==> src/dcc_defines.svh <==
// Operation
// RQ1: Scan write while receive-ready set raises overflow
// RQ2: Overflow sticky until handler writes handshake register
// RQ3: Download flag written only from scan port
// RQ4: Debugger sets download per word, clears at end
// RQ5: Debugger polls transmit-ready with data each scan
// RQ6: Scanning out valid transmit data clears transmit-ready
// RQ7: Handler transmit write sets transmit-ready
// RQ8: Bits 31..28 feed N Z C V
// RQ9: Handshake read at cp14 c14 c0 op0
// RQ10: Receive buffer read at cp14 c9
// RQ11: Transmit buffer guarded against overwriting unread data
// RQ12: Receive buffer guarded against overwriting unread word
// RQ13: Three scan instructions share 36-bit shift register
// RQ14: Update-DR loads selected data register
// RQ15: Code 01001 selects control/status register
// RQ16: Debugger reads all, writes scan-writable bits
// RQ17: Control/status select can request external break
// RQ18: Scan write sets receive-ready, handler read clears
// RQ19: Receive-ready bit 31, overflow bit 30
// RQ20: Code 10000 selects transmit-read register
// RQ21: Code 00010 selects receive-write register
// RQ22: Download bit 29, transmit-ready 28, rest zero
`ifndef DCC_DEFINES_SVH
`define DCC_DEFINES_SVH
`define DCC_IR_SEL_CS 5'h09
`define DCC_IR_TX_READ 5'h10
`define DCC_IR_RX_WRITE 5'h02
`define DCC_IR_BYPASS 5'h1f
`define DCC_IR_CAPTURE 5'h01
`define DCC_HS_RR 31
`define DCC_HS_OV 30
`define DCC_HS_DL 29
`define DCC_HS_TR 28
`define DCC_CRN_TX 4'h8
`define DCC_CRN_RX 4'h9
`define DCC_CRN_DEBUG_CTRL_STATUS_REGISTER 4'ha
`define DCC_CRN_HS 4'he
`define DCC_SR_VALID 35
`define DCC_SR_DHI 34
`define DCC_SR_DLO 3
`define DCC_SR_DL 2
`define DCC_SR_BRK 2
`define DCC_SR_HOLD 1
`define DCC_SR_FLAG 0
`define DCC_DEBUG_CTRL_STATUS_REGISTER_RST 32'h00000000
`define DCC_DEBUG_CTRL_STATUS_REGISTER_WMASK 32'h800000ff
`endif

==> src/dcc_pkg.sv <==
package dcc_pkg;
   typedef enum logic [3:0] {
      st_tlr, st_rti, st_sel_dr, st_cap_dr, st_sh_dr, st_ex1_dr, st_pa_dr, st_ex2_dr,
      st_upd_dr, st_sel_ir, st_cap_ir, st_sh_ir, st_ex1_ir, st_pa_ir, st_ex2_ir, st_upd_ir
   } dcc_tap_t;
   typedef logic [35:0] dcc_sreg_t;
endpackage

==> src/dcc_strm_if.sv <==
`timescale 1ns/1ps
interface dcc_strm_if #(parameter int W = 32);
   logic valid;
   logic ready;
   logic [W-1:0] data;
   modport src(output valid, output data, input ready);
   modport snk(input valid, input data, output ready);
endinterface

==> src/dcc_buf2.sv <==
`timescale 1ns/1ps
module dcc_buf2 #(
   parameter int W = 32,
   parameter int DEPTH = 2
) (
   input wire logic clk_sys,
   input wire logic rst_n,
   input wire logic ce,
   dcc_strm_if.snk up,
   dcc_strm_if.src dn
);
   generate
      if (DEPTH != 2) begin : g_chk
         $error("dcc_buf2 supports exactly two entries");
      end
   endgenerate

   logic [W-1:0] mem_ff [2];
   logic wp_ff;
   logic rp_ff;
   logic [1:0] cnt_ff;
   logic push;
   logic pop;

   // Full and empty come straight from the count, so back-pressure is exact
   assign up.ready = (cnt_ff != 2'h2);
   assign dn.valid = (cnt_ff != 2'h0);
   assign dn.data = mem_ff[rp_ff];
   assign push = ce & up.valid & up.ready;
   assign pop = ce & dn.valid & dn.ready;

   always_ff @(posedge clk_sys) begin
      if (push) begin
         mem_ff[wp_ff] <= up.data;
      end
   end

   always_ff @(posedge clk_sys) begin
      if (!rst_n) begin
         wp_ff <= 1'b0;
         rp_ff <= 1'b0;
         cnt_ff <= 2'h0;
      end else begin
         if (push) begin
            wp_ff <= ~wp_ff;
         end
         if (pop) begin
            rp_ff <= ~rp_ff;
         end
         cnt_ff <= cnt_ff + {1'b0, push} - {1'b0, pop};
      end
   end
endmodule

==> src/dcc_top.sv <==
`timescale 1ns/1ps
`include "dcc_defines.svh"
module dcc_top import dcc_pkg::*; #(
   parameter int DW = 32,
   parameter logic [31:0] DEBUG_CTRL_STATUS_REGISTER_WMASK = `DCC_DEBUG_CTRL_STATUS_REGISTER_WMASK
) (
   input wire logic clk_sys,
   input wire logic rst_n,
   input wire logic ce,
   input wire logic tck,
   input wire logic tms,
   input wire logic tdi,
   output logic tdo,
   output logic tdo_oe,
   input wire logic cp_req_valid,
   output logic cp_req_ready,
   input wire logic cp_req_write,
   input wire logic [3:0] cp_req_crn,
   input wire logic [3:0] cp_req_crm,
   input wire logic [2:0] cp_req_op2,
   input wire logic [31:0] cp_req_wdata,
   output logic cp_rsp_valid,
   input wire logic cp_rsp_ready,
   output logic [31:0] cp_rsp_data,
   output logic [3:0] cp_rsp_nzcv,
   input wire logic dbg_exc_taken,
   output logic ext_break_req,
   output logic hold_reset,
   output logic [31:0] debug_ctrl_status_register_value
);
   generate
      if (DW != 32) begin : g_chk
         $error("dcc_top: data width must be 32");
      end
   endgenerate

   ////////////////////////////////////////////////////////////////////////////
   // Pin synchronisers and scan clock edges

   logic [2:0] tck_sy_ff;
   logic [1:0] tms_sy_ff;
   logic [1:0] tdi_sy_ff;
   logic tck_rise;
   logic tck_fall;
   logic tms_s;
   logic tdi_s;

   always_ff @(posedge clk_sys) begin
      if (!rst_n) begin
         tck_sy_ff <= 3'h0;
         tms_sy_ff <= 2'h3;
         tdi_sy_ff <= 2'h0;
      end else if (ce) begin
         tck_sy_ff <= {tck_sy_ff[1:0], tck};
         tms_sy_ff <= {tms_sy_ff[0], tms};
         tdi_sy_ff <= {tdi_sy_ff[0], tdi};
      end
   end

   // Scan clock must be well below clk_sys/4 for edges to be seen
   assign tck_rise = tck_sy_ff[1] & ~tck_sy_ff[2];
   assign tck_fall = ~tck_sy_ff[1] & tck_sy_ff[2];
   assign tms_s = tms_sy_ff[1];
   assign tdi_s = tdi_sy_ff[1];

   ////////////////////////////////////////////////////////////////////////////
   // Test access port state machine

   dcc_tap_t tap_ff;
   dcc_tap_t nxt_tap;

   always_comb begin
      unique case (tap_ff)
         st_tlr: nxt_tap = tms_s ? st_tlr : st_rti;
         st_rti: nxt_tap = tms_s ? st_sel_dr : st_rti;
         st_sel_dr: nxt_tap = tms_s ? st_sel_ir : st_cap_dr;
         st_cap_dr: nxt_tap = tms_s ? st_ex1_dr : st_sh_dr;
         st_sh_dr: nxt_tap = tms_s ? st_ex1_dr : st_sh_dr;
         st_ex1_dr: nxt_tap = tms_s ? st_upd_dr : st_pa_dr;
         st_pa_dr: nxt_tap = tms_s ? st_ex2_dr : st_pa_dr;
         st_ex2_dr: nxt_tap = tms_s ? st_upd_dr : st_sh_dr;
         st_upd_dr: nxt_tap = tms_s ? st_sel_dr : st_rti;
         st_sel_ir: nxt_tap = tms_s ? st_tlr : st_cap_ir;
         st_cap_ir: nxt_tap = tms_s ? st_ex1_ir : st_sh_ir;
         st_sh_ir: nxt_tap = tms_s ? st_ex1_ir : st_sh_ir;
         st_ex1_ir: nxt_tap = tms_s ? st_upd_ir : st_pa_ir;
         st_pa_ir: nxt_tap = tms_s ? st_ex2_ir : st_pa_ir;
         st_ex2_ir: nxt_tap = tms_s ? st_upd_ir : st_sh_ir;
         st_upd_ir: nxt_tap = tms_s ? st_sel_dr : st_rti;
      endcase
   end

   always_ff @(posedge clk_sys) begin
      if (!rst_n) begin
         tap_ff <= st_tlr;
      end else if (ce && tck_rise) begin
         tap_ff <= nxt_tap;
      end
   end

   ////////////////////////////////////////////////////////////////////////////
   // Instruction register

   logic [4:0] ir_sr_ff;
   logic [4:0] ir_ff;

   always_ff @(posedge clk_sys) begin
      if (!rst_n) begin
         ir_sr_ff <= `DCC_IR_CAPTURE;
         ir_ff <= `DCC_IR_BYPASS;
      end else if (ce) begin
         if (tck_rise && tap_ff == st_cap_ir) begin
            ir_sr_ff <= `DCC_IR_CAPTURE;
         end else if (tck_rise && tap_ff == st_sh_ir) begin
            ir_sr_ff <= {tdi_s, ir_sr_ff[4:1]};
         end
         if (tck_fall && tap_ff == st_tlr) begin
            ir_ff <= `DCC_IR_BYPASS;
         end else if (tck_fall && tap_ff == st_upd_ir) begin
            ir_ff <= ir_sr_ff;
         end
      end
   end

   logic sel_cs;
   logic sel_tx;
   logic sel_rx;
   logic sel_dbg;
   assign sel_cs = (ir_ff == `DCC_IR_SEL_CS); // [RQ15]
   assign sel_tx = (ir_ff == `DCC_IR_TX_READ); // [RQ20]
   assign sel_rx = (ir_ff == `DCC_IR_RX_WRITE); // [RQ21]
   assign sel_dbg = sel_cs | sel_tx | sel_rx;

   ////////////////////////////////////////////////////////////////////////////
   // Shared debug shift register and scan-side events

   dcc_sreg_t sr_ff;
   logic byp_ff;
   logic tx_cap_ff;
   logic [31:0] tx_ff;
   logic [31:0] rx_ff;
   logic [31:0] debug_ctrl_status_register_ff;
   logic rr_ff;
   logic ov_ff;
   logic dl_ff;
   logic tr_ff;
   logic upd_dr;
   logic upd_cs;
   logic rx_write;
   logic tr_clr;

   assign upd_dr = ce & tck_fall & (tap_ff == st_upd_dr);
   assign upd_cs = upd_dr & sel_cs;
   // Only a word flagged valid is a write, so polling scans leave the buffer alone
   assign rx_write = upd_dr & sel_rx & sr_ff[`DCC_SR_VALID];
   // First shift after a capture that saw valid data consumes the word
   assign tr_clr = ce & tck_rise & (tap_ff == st_sh_dr) & sel_tx & tx_cap_ff; // [RQ6]

   always_ff @(posedge clk_sys) begin
      if (!rst_n) begin
         sr_ff <= '0;
         byp_ff <= 1'b0;
      end else if (ce && tck_rise) begin
         if (tap_ff == st_cap_dr) begin
            byp_ff <= 1'b0;
            sr_ff <= '0;
            if (sel_cs) begin
               sr_ff[`DCC_SR_DHI:`DCC_SR_DLO] <= debug_ctrl_status_register_ff; // [RQ16]
               sr_ff[`DCC_SR_HOLD] <= 1'b1;
            end else if (sel_tx) begin
               sr_ff[`DCC_SR_DHI:`DCC_SR_DLO] <= tx_ff; // [RQ5]
               sr_ff[`DCC_SR_FLAG] <= tr_ff;
            end else if (sel_rx) begin
               sr_ff[`DCC_SR_FLAG] <= rr_ff;
            end
         end else if (tap_ff == st_sh_dr) begin
            sr_ff <= {tdi_s, sr_ff[35:1]}; // [RQ13]
            byp_ff <= tdi_s;
         end
      end
   end

   always_ff @(posedge clk_sys) begin
      if (!rst_n) begin
         tx_cap_ff <= 1'b0;
      end else if (ce && tck_rise) begin
         if (tap_ff == st_cap_dr) begin
            tx_cap_ff <= sel_tx & tr_ff;
         end else if (tap_ff == st_sh_dr) begin
            tx_cap_ff <= 1'b0;
         end
      end
   end

   // Output changes on the falling scan edge so the debugger samples it on the rise
   always_ff @(posedge clk_sys) begin
      if (!rst_n) begin
         tdo <= 1'b0;
         tdo_oe <= 1'b0;
      end else if (ce && tck_fall) begin
         tdo_oe <= (tap_ff == st_sh_dr) | (tap_ff == st_sh_ir);
         if (tap_ff == st_sh_ir) begin
            tdo <= ir_sr_ff[0];
         end else if (sel_dbg) begin
            tdo <= sr_ff[0];
         end else begin
            tdo <= byp_ff;
         end
      end
   end

   ////////////////////////////////////////////////////////////////////////////
   // Control/status register, break request and hold-in-reset

   logic cp_take;
   logic cp_hit;
   logic hs_write;
   logic tx_write;
   logic rx_read;
   logic debug_ctrl_status_register_write;

   always_ff @(posedge clk_sys) begin
      if (!rst_n) begin
         debug_ctrl_status_register_ff <= `DCC_DEBUG_CTRL_STATUS_REGISTER_RST;
      end else if (ce) begin
         if (upd_cs) begin
            debug_ctrl_status_register_ff <= (debug_ctrl_status_register_ff & ~DEBUG_CTRL_STATUS_REGISTER_WMASK) |
                       (sr_ff[`DCC_SR_DHI:`DCC_SR_DLO] & DEBUG_CTRL_STATUS_REGISTER_WMASK); // [RQ14] [RQ16]
         end else if (debug_ctrl_status_register_write) begin
            debug_ctrl_status_register_ff <= cp_req_wdata;
         end
      end
   end

   always_ff @(posedge clk_sys) begin
      if (!rst_n) begin
         ext_break_req <= 1'b0;
         hold_reset <= 1'b0;
      end else if (ce) begin
         if (upd_cs) begin
            hold_reset <= sr_ff[`DCC_SR_HOLD];
         end
         // A new request beats a debug exception in the same cycle
         if (upd_cs && sr_ff[`DCC_SR_BRK]) begin
            ext_break_req <= 1'b1; // [RQ17]
         end else if (dbg_exc_taken) begin
            ext_break_req <= 1'b0;
         end
      end
   end

   assign debug_ctrl_status_register_value = debug_ctrl_status_register_ff;

   ////////////////////////////////////////////////////////////////////////////
   // Handler coprocessor accesses

   dcc_strm_if #(.W(32)) rsp_in ();
   dcc_strm_if #(.W(32)) rsp_out ();
   logic [31:0] hs_val;
   logic [31:0] rd_val;

   assign cp_req_ready = rsp_in.ready;
   assign cp_take = ce & cp_req_valid & rsp_in.ready;
   assign cp_hit = (cp_req_crm == 4'h0) & (cp_req_op2 == 3'h0);
   assign hs_write = cp_take & cp_hit & cp_req_write & (cp_req_crn == `DCC_CRN_HS);
   // A transmit write while the old word is unread is dropped
   assign tx_write = cp_take & cp_hit & cp_req_write & (cp_req_crn == `DCC_CRN_TX) &
                     ~tr_ff; // [RQ11]
   assign rx_read = cp_take & cp_hit & ~cp_req_write & (cp_req_crn == `DCC_CRN_RX); // [RQ10]
   assign debug_ctrl_status_register_write = cp_take & cp_hit & cp_req_write & (cp_req_crn == `DCC_CRN_DEBUG_CTRL_STATUS_REGISTER);
   assign hs_val = {rr_ff, ov_ff, dl_ff, tr_ff, 28'h0000000}; // [RQ19] [RQ22]

   always_comb begin
      rd_val = 32'h00000000;
      if (cp_hit && !cp_req_write) begin
         unique case (cp_req_crn)
            `DCC_CRN_HS: rd_val = hs_val; // [RQ9]
            `DCC_CRN_RX: rd_val = rx_ff;
            `DCC_CRN_TX: rd_val = tx_ff;
            `DCC_CRN_DEBUG_CTRL_STATUS_REGISTER: rd_val = debug_ctrl_status_register_ff;
            default: rd_val = 32'h00000000;
         endcase
      end
   end

   assign rsp_in.valid = ce & cp_req_valid;
   assign rsp_in.data = rd_val;
   assign rsp_out.ready = cp_rsp_ready;
   assign cp_rsp_valid = rsp_out.valid;
   assign cp_rsp_data = rsp_out.data;
   assign cp_rsp_nzcv = rsp_out.data[31:28]; // [RQ8]

   dcc_buf2 #(.W(32), .DEPTH(2)) u_rsp_buf (
      .clk_sys(clk_sys),
      .rst_n(rst_n),
      .ce(ce),
      .up(rsp_in),
      .dn(rsp_out)
   );

   ////////////////////////////////////////////////////////////////////////////
   // Buffers and handshake flags; every hardware set wins over a clear

   always_ff @(posedge clk_sys) begin
      if (!rst_n) begin
         tx_ff <= 32'h00000000;
      end else if (tx_write) begin
         tx_ff <= cp_req_wdata;
      end
   end

   // An unread receive word is kept; the late word is lost and flagged
   always_ff @(posedge clk_sys) begin
      if (!rst_n) begin
         rx_ff <= 32'h00000000;
      end else if (rx_write && !rr_ff) begin
         rx_ff <= sr_ff[`DCC_SR_DHI:`DCC_SR_DLO]; // [RQ12] [RQ14]
      end
   end

   always_ff @(posedge clk_sys) begin
      if (!rst_n) begin
         rr_ff <= 1'b0;
      end else if (rx_write) begin
         rr_ff <= 1'b1; // [RQ18]
      end else if (rx_read) begin
         rr_ff <= 1'b0; // [RQ18]
      end
   end

   always_ff @(posedge clk_sys) begin
      if (!rst_n) begin
         ov_ff <= 1'b0;
      end else if (rx_write && rr_ff) begin
         ov_ff <= 1'b1; // [RQ1]
      end else if (hs_write) begin
         ov_ff <= 1'b0; // [RQ2]
      end
   end

   // Debugger drives it on every receive-write update; handler cannot touch it
   always_ff @(posedge clk_sys) begin
      if (!rst_n) begin
         dl_ff <= 1'b0;
      end else if (upd_dr && sel_rx) begin
         dl_ff <= sr_ff[`DCC_SR_DL]; // [RQ3] [RQ4]
      end
   end

   always_ff @(posedge clk_sys) begin
      if (!rst_n) begin
         tr_ff <= 1'b0;
      end else if (tx_write) begin
         tr_ff <= 1'b1; // [RQ7]
      end else if (tr_clr) begin
         tr_ff <= 1'b0; // [RQ6]
      end
   end
endmodule

==> config.mk <==
export PLATFORM = sky130hd
export DESIGN_NAME = dcc_top
export DESIGN_NICKNAME = d
export VERILOG_FILES = /design/src/dcc_pkg.sv /design/src/dcc_strm_if.sv /design/src/dcc_buf2.sv /design/src/dcc_top.sv
export VERILOG_INCLUDE_DIRS = /design/src
export SDC_FILE = /design/constraint.sdc
export NUM_CORES = 1
export LEC_CHECK = 0
export CAP_MARGIN = 30
export CORE_MARGIN = 2
export CORE_UTILIZATION = 50
export CTS_CLUSTER_DIAMETER = 40
export DETAILED_ROUTE_END_ITERATION = 7
export DONT_BUFFER_PORTS = 1
export HOLD_SLACK_MARGIN = 0.08
export SLEW_MARGIN = 30
export SYNTH_ARGS = -nofsm -noshare
export SYNTH_HDL_FRONTEND = slang
export SYNTH_SLANG_ARGS = --single-unit
==> constraint.sdc <==
create_clock -name clk_sys -period 4.9 [get_ports clk_sys]
set_input_delay 0.49 -clock clk_sys [delete_from_list [all_inputs] [get_ports clk_sys]]
set_output_delay 0.49 -clock clk_sys [all_outputs]
set_load 0.02 [all_outputs]
# Yosys cells after proc, flatten, opt, wreduce, memory -nomap -nowiden
# Memories as Yosys holds them, arrays and structs flattened. A register that Yosys moved wholly into a read port is not among the register bits.
# Cells that the tools add are included.
totals:
  regBits: 167
  ramBits: 64
  in_bits: 53
  output_inout_bits: 74
  wordCells: 167
  memories: 1
op_classes:
  n_addsub: 2
  eq_ne: 23
  muxes: 47
  bitwise_logic: 37
  n_reduce_logical: 34
memory_table:
  columns: ["name", "depth", "width", "read_ports", "rd_clocked_by_memory_dff", "wr", "line_no", "source"]
  rows:
  - ["u_rsp_buf.mem_ff", 2, 32, 1, 1, 1, "dcc_buf2.sv:18", "logic [W-1:0] mem_ff [2];"]
op_table:
  columns: ["op", "n"]
  rows:
  - ["2-to-1 mux 32 bit", 5]
  - ["one-hot mux 32 bit (4 select lines)", 1]
  - ["2-to-1 mux 36 bit", 2]
  - ["== test 4 bit (second input constant)", 12]
  - ["one-hot mux 4 bit (12 select lines)", 1]
  - ["OR 31 x 32 -> 32 bit", 1]
  - ["AND 1 bit", 27]
  - ["2-to-1 mux 1 bit", 25]
  - ["2-to-1 mux 5 bit", 4]
  - ["nonzero test 2 bit", 9]
  - ["== test 4 x 3 -> 1 bit (second input constant)", 4]
  - ["2-to-1 mux 4 bit", 4]
  - ["AND reduction 2 bit", 6]
  - ["logical AND 1 bit", 11]
  - ["== test 4 x 2 -> 1 bit (second input constant)", 2]
  - ["logical NOT 4 bit", 2]
  - ["2-to-1 mux 2 bit", 3]
  - ["2-to-1 mux 3 bit", 2]
  - ["NOT 1 bit", 6]
  - ["== test 5 x 2 -> 1 bit (second input constant)", 1]
  - ["== test 5 x 4 -> 1 bit (second input constant)", 1]
  - ["== test 5 bit (second input constant)", 1]
  - ["== test 4 x 1 -> 1 bit (second input constant)", 1]
  - ["OR reduction 2 bit", 2]
  - ["other kinds (7)", 10]

# Logic depth before layout (Yosys ltp)
logic_depth:
  depth_word: 8
  ltp_mapped: 8

# Cells and area by module
# Synthesis repeated with hierarchy kept, for this count alone.
unflattened:
  hier_cells: 1064
  area_unflattened_um2: 10152.2
modules_own_cells:
  columns: ["mod", "instances", "cells_per_inst", "area_each_um2"]
  rows:
  - ["dcc_top", 1, 939, 7563.5]
  - ["dcc_buf2", 1, 125, 2588.7]

# Worst setup path after synthesis
# OpenSTA, ideal clock, no wires.
synth_timing:
  kind: "in2reg"
  from: "input ce"
  to: "memory u_rsp_buf.mem_ff[0][0] (enable)"
  setup_ns: 0.421
  arrival_ns: 2.198
  path_slack_ns: 2.280
  cell_stages: 3
  cell_sequence: "clkbuf_1 nand3_1 nor2_1"
synth_between:
  elab_chain_len: 5
synth_lines:
  columns: ["item", "line_no", "source"]
  rows:
  - ["start, declared", "dcc_top.sv:9", "input wire logic ce,"]
  - ["AND 1 bit", "dcc_top.sv:286", "assign rsp_in.valid = ce & cp_req_valid;"]
  - ["AND 1 bit * (2 in a row)", "dcc_buf2.sv:29", "assign push = ce & up.valid & up.ready;"]
  - ["2-to-1 mux 1 bit *", "dcc_buf2.sv:33", "if (push) begin"]
  - ["2-to-1 mux 1 bit (implied by the code) *", "dcc_buf2.sv:34", "mem_ff[wp_ff] <= up.data;"]
  - ["end, declared", "dcc_buf2.sv:18", null]
# Mark *: on every way between the ends. The rest lies on a longest branch, timed or not.

# Worst setup path in the final report
layout_timing:
  from: "register tap_ff[3]"
  to: "register debug_ctrl_status_register_ff[18] (netlist: debug_ctrl_status_register_value[18])"
layout_between:
  elab_chain_len: 5
layout_lines:
  columns: ["item", "line_no", "source"]
  rows:
  - ["start, declared", "dcc_top.sv:69", "dcc_tap_t tap_ff;"]
  - ["start signal, assigned", "dcc_top.sv:95", "tap_ff <= st_tlr;"]
  - ["start signal, assigned", "dcc_top.sv:97", "tap_ff <= nxt_tap;"]
  - ["== test 4 bit *", "dcc_top.sv:152", "assign upd_dr = ce & tck_fall & (tap_ff == st_upd_dr);"]
  - ["AND 1 bit *", "dcc_top.sv:152", null]
  - ["AND 1 bit *", "dcc_top.sv:153", "assign upd_cs = upd_dr & sel_cs;"]
  - ["nonzero test 2 bit (no source line)", null, null]
  - ["AND reduction 2 bit (no source line)", null, null]
  - ["end signal, assigned", "dcc_top.sv:224", "debug_ctrl_status_register_ff <= `DCC_DEBUG_CTRL_STATUS_REGISTER_RST;"]
  - ["end signal, assigned", "dcc_top.sv:227", "debug_ctrl_status_register_ff <= (debug_ctrl_status_register_ff & ~DEBUG_CTRL_STATUS_REGISTER_WMASK) |"]
  - ["end signal, assigned", "dcc_top.sv:230", "debug_ctrl_status_register_ff <= cp_req_wdata;"]
  - ["end, declared", "dcc_top.sv:142", "logic [31:0] debug_ctrl_status_register_ff;"]
# Marks and branches as above.
# A chain may end at the register's enable or synchronous reset.

==> results.cfg <==
[status]
status = finished, final reports clean

[pwr]
p_clk_share_pct = 53.0
ir_drop_mv = 0.254
power_switching_mw = 1.11
p_seq_share_pct = 41.8
power_density_nw_per_um2 = 404
p_leak_nw = 3.62
netSwitchingFraction_pct = 23.0
combPwrFrac_pct = 5.2
internal_power_mw = 3.71

[floorplanning]
dieWidth_um = 150
ioPinCount = 127
initial_utilization_pct = 50.7
std_cell_rows = 53
die_h_um = 150
core_sq_um = 21000
fp.dieArea_sq_um = 22400

[synthesis]
syn_area_per_cell_sq_um = 9.65
yosys-top-cells-area = dfxtp_1 31%, edfxtp_1 18%, a21oi_1 4.7%
yosysTopAreaCellShare_pct = 31.5
synth-compound-area-share_pct = 21.3
post_synth_num_cell_types = 61
synth_adder_area_share_pct = 0.236
synth_area_sq_um = 10600
yosysMostFrequentCell = dfxtp_1
synth_cells = 1100
async_reset_ff_share_pct = 0
ys_seq_elements = 231
synth-simple-area-share_pct = 15.5
synth_xor_area_share_pct = 0.495
synth.largest_area_cell = dfxtp_1
netlist_top_cells_count = 167 x dfxtp_1, 104 x nand2_1, 102 x clkbuf_1
muxShareOfSynthArea_pct = 7.37
ys.flop_type = dfxtp_1
synth_edf_count = 64
synth_top_family_by_area = compound AO/OA/AOI/OAI gates
synth_fp_nets = 1155
synth-warning-count = 0
yosysSeqAreaShare_pct = 49.6

[sta]
worstMarginPinSlew_ps = 966
fmax_mhz = 326
setup_viol = 0
whs_ps = 113
setup_tns_ps = 0
relSlewSlack_pct = 35.4
finalCritPeriodShare_pct = 62.6
fin_worst_skew_ps = 30.7
slew_violations = 0
hold_viol = 0
finalWorstSetupSlack_ps = 1830
rsz0062_at_grt = false
min_period_ps = 3070

[worst_hold_path]
holdPathStages = 2
hp-start = tms
hp-class = input pin to flip-flop

[final_layout]
syn_to_final_growth_pct = 12.4
antennaDiodeCount = 0
layout.nets = 1092
drive_gt1_share_pct = 13.1

[setup_path]
crit_path_end_kind = flip-flop
start_kind = flip-flop
crit_fanout = 27
max_stage_delay_ps = 780
path_delay_family = simple AND/OR/NAND/NOR gates
worstReg2RegStart = tap_ff[3]
worstPathBufferInverterCount = 1
cp.arrival_ps = 3400
critical_path_class = flip-flop to flip-flop
crit_slowest_cell = nand4_1
reg2reg_depth = 5
startpoint = tap_ff[3]
cp.required_ps = 5230
path_depth = 5
path_common_cell = nand4_1
worstPathCellList = nor4b_1 -> nand4_1 -> buf_4 -> nand4_1 -> a21oi_1

[global_route]
grt_pass1_wl_um = 49100
antenna_found_initial = 0
grt_max_degree = 107
grt_pass1_vias = 8307
grt_usage_pct = 27.9
grt_overflow = 0

[clocking]
h-tree-depth = 2
clk_path_buf_depth = 3
cts_sinks = 231
post_cts_resized = 0
cts_root_buffer = clkbuf_16
clk_transition_reported_paths_ps = 50
cts_tree = built
numCtsBuffers = 36
clk_latency_ps = 510

[drt]
vias_per_cell = 6.64
drcViolationCount = 0
firstDrtPassIters = 8
vias = 8891
wire_per_inst_um = 23.7
final_antenna_net_count = 0
wl_um = 31700
drt-initial-drc-count = 1152

[placed_design]
place.gp.congestion = 0.833
numPortBuffers = 0
hpwl_um = 19100
place_ws_ps = 1870

[job]
maxCapViolations = 0
-- logic make-up (layout without fill, tap and decap cells) --
logic type / Yosys count / count (layout)
flip-flops: 231 / 231
AO/OA/AOI/OAI: 337 / 337
buffers and inverters: 137 / 101
adder cells (fa/ha/maj): 2 / 2
multiplexers: 74 / 74
XOR/XNOR: 6 / 6
AND/OR/NAND/NOR: 313 / 313
-- path summary, 6_finish.rpt --
| path | end | slack [ps] |
|---|---|---|
| worst max-delay path | debug_ctrl_status_register_value[18] | 1830 |
| worst min register to register | rx_ff[31] | 460 |
| worst max register to register | debug_ctrl_status_register_value[18] | 1830 |
| worst min-delay path | tms_sy_ff[0] | 110 |
-- worst reg2reg max path, delay by kind of cell (launching register included) --
kind	cells	cell delay, ps
AND/OR/NAND/NOR	3	1570
flip-flops	1	730
buffers and inverters	1	530
AO/OA/AOI/OAI	1	70
-- state kept, by name, indices dropped and copies added, names as in the netlist, 2 cells and up, named ones only --
signal                            flops
debug_ctrl_status_register_value     32
ir_ff                                 5
ir_sr_ff                              5
rx_ff                                32
sr_ff                                36
tap_ff                                4
tck_sy_ff                             3
tdi_sy_ff                             2
tms_sy_ff                             2
tx_ff                                32
u_rsp_buf.cnt_ff                      2
u_rsp_buf.mem_ff                     64
-- stage by stage --
| stage | instance area, sq um | utilization (%) | std cells | power [mW] |
|---|---|---|---|---|
| finish | 11900 | 57.0 | 1339 | 4.82 |
| global route | 11900 | 57.0 | 1339 | 4.96 |
| CTS | 11900 | 56.9 | 1338 | 4.85 |
| detailed placement | 10700 | 51.1 | 1272 | 2.31 |
| global placement | 10700 | 51.0 | 1272 | 2.30 |
| floorplan | 10600 | - | 1100 | 2.27 |
-- cell usage in the layout, fill, tap and decap left out, types with 23 or more instances in the layout --
cell type	n
nand4_1	76
edfxtp_1	64
clkbuf_16	38
a21oi_1	100
o21ai_0	44
dfxtp_1	167
a22oi_1	29
o31ai_1	42
nor2_1	57
a222oi_1	32
mux2i_1	41
mux2_2	33
buf_4	23
o41ai_1	24
a31oi_1	26
nand2_1	104
-- routing by layer --
metal	vias to the layer above	global-route usage [%]	share of wire (%)
met2	374	40.8	44
met5	-	0	0
met1	4365	41.9	46
met3	43	5.46	8.9
met4	0	7.78	1.6
li1	4109	-	-
-- power groups by stage --
stage	clock (mW)	sequential, mW	combinational [mW]
3_3_place_gp	0	2.05	0.250
2_1_floorplan	0	2.05	0.222
6_report	2.55	2.02	0.251
4_1_cts	2.58	2.02	0.253
3_5_place_dp	0	2.05	0.251
5_1_grt	2.67	2.02	0.269
-- area by class of cell --
cell class	instances	area, sq um
flip-flops and latches	231	5270
repair buffers	26	213
multi-input cells	732	4860
clock buffers	45	977
well taps	275	344
clock inverters	20	238
fillers	1900	9020
inverters	10	37.5
-- repair_timing --
action                                 4_1_cts  5_1_grt
buffers inserted                             0        0
hold buffers                                 1        1
endpoints found under the hold margin        4        1
(Power assumes the default switching activity.)
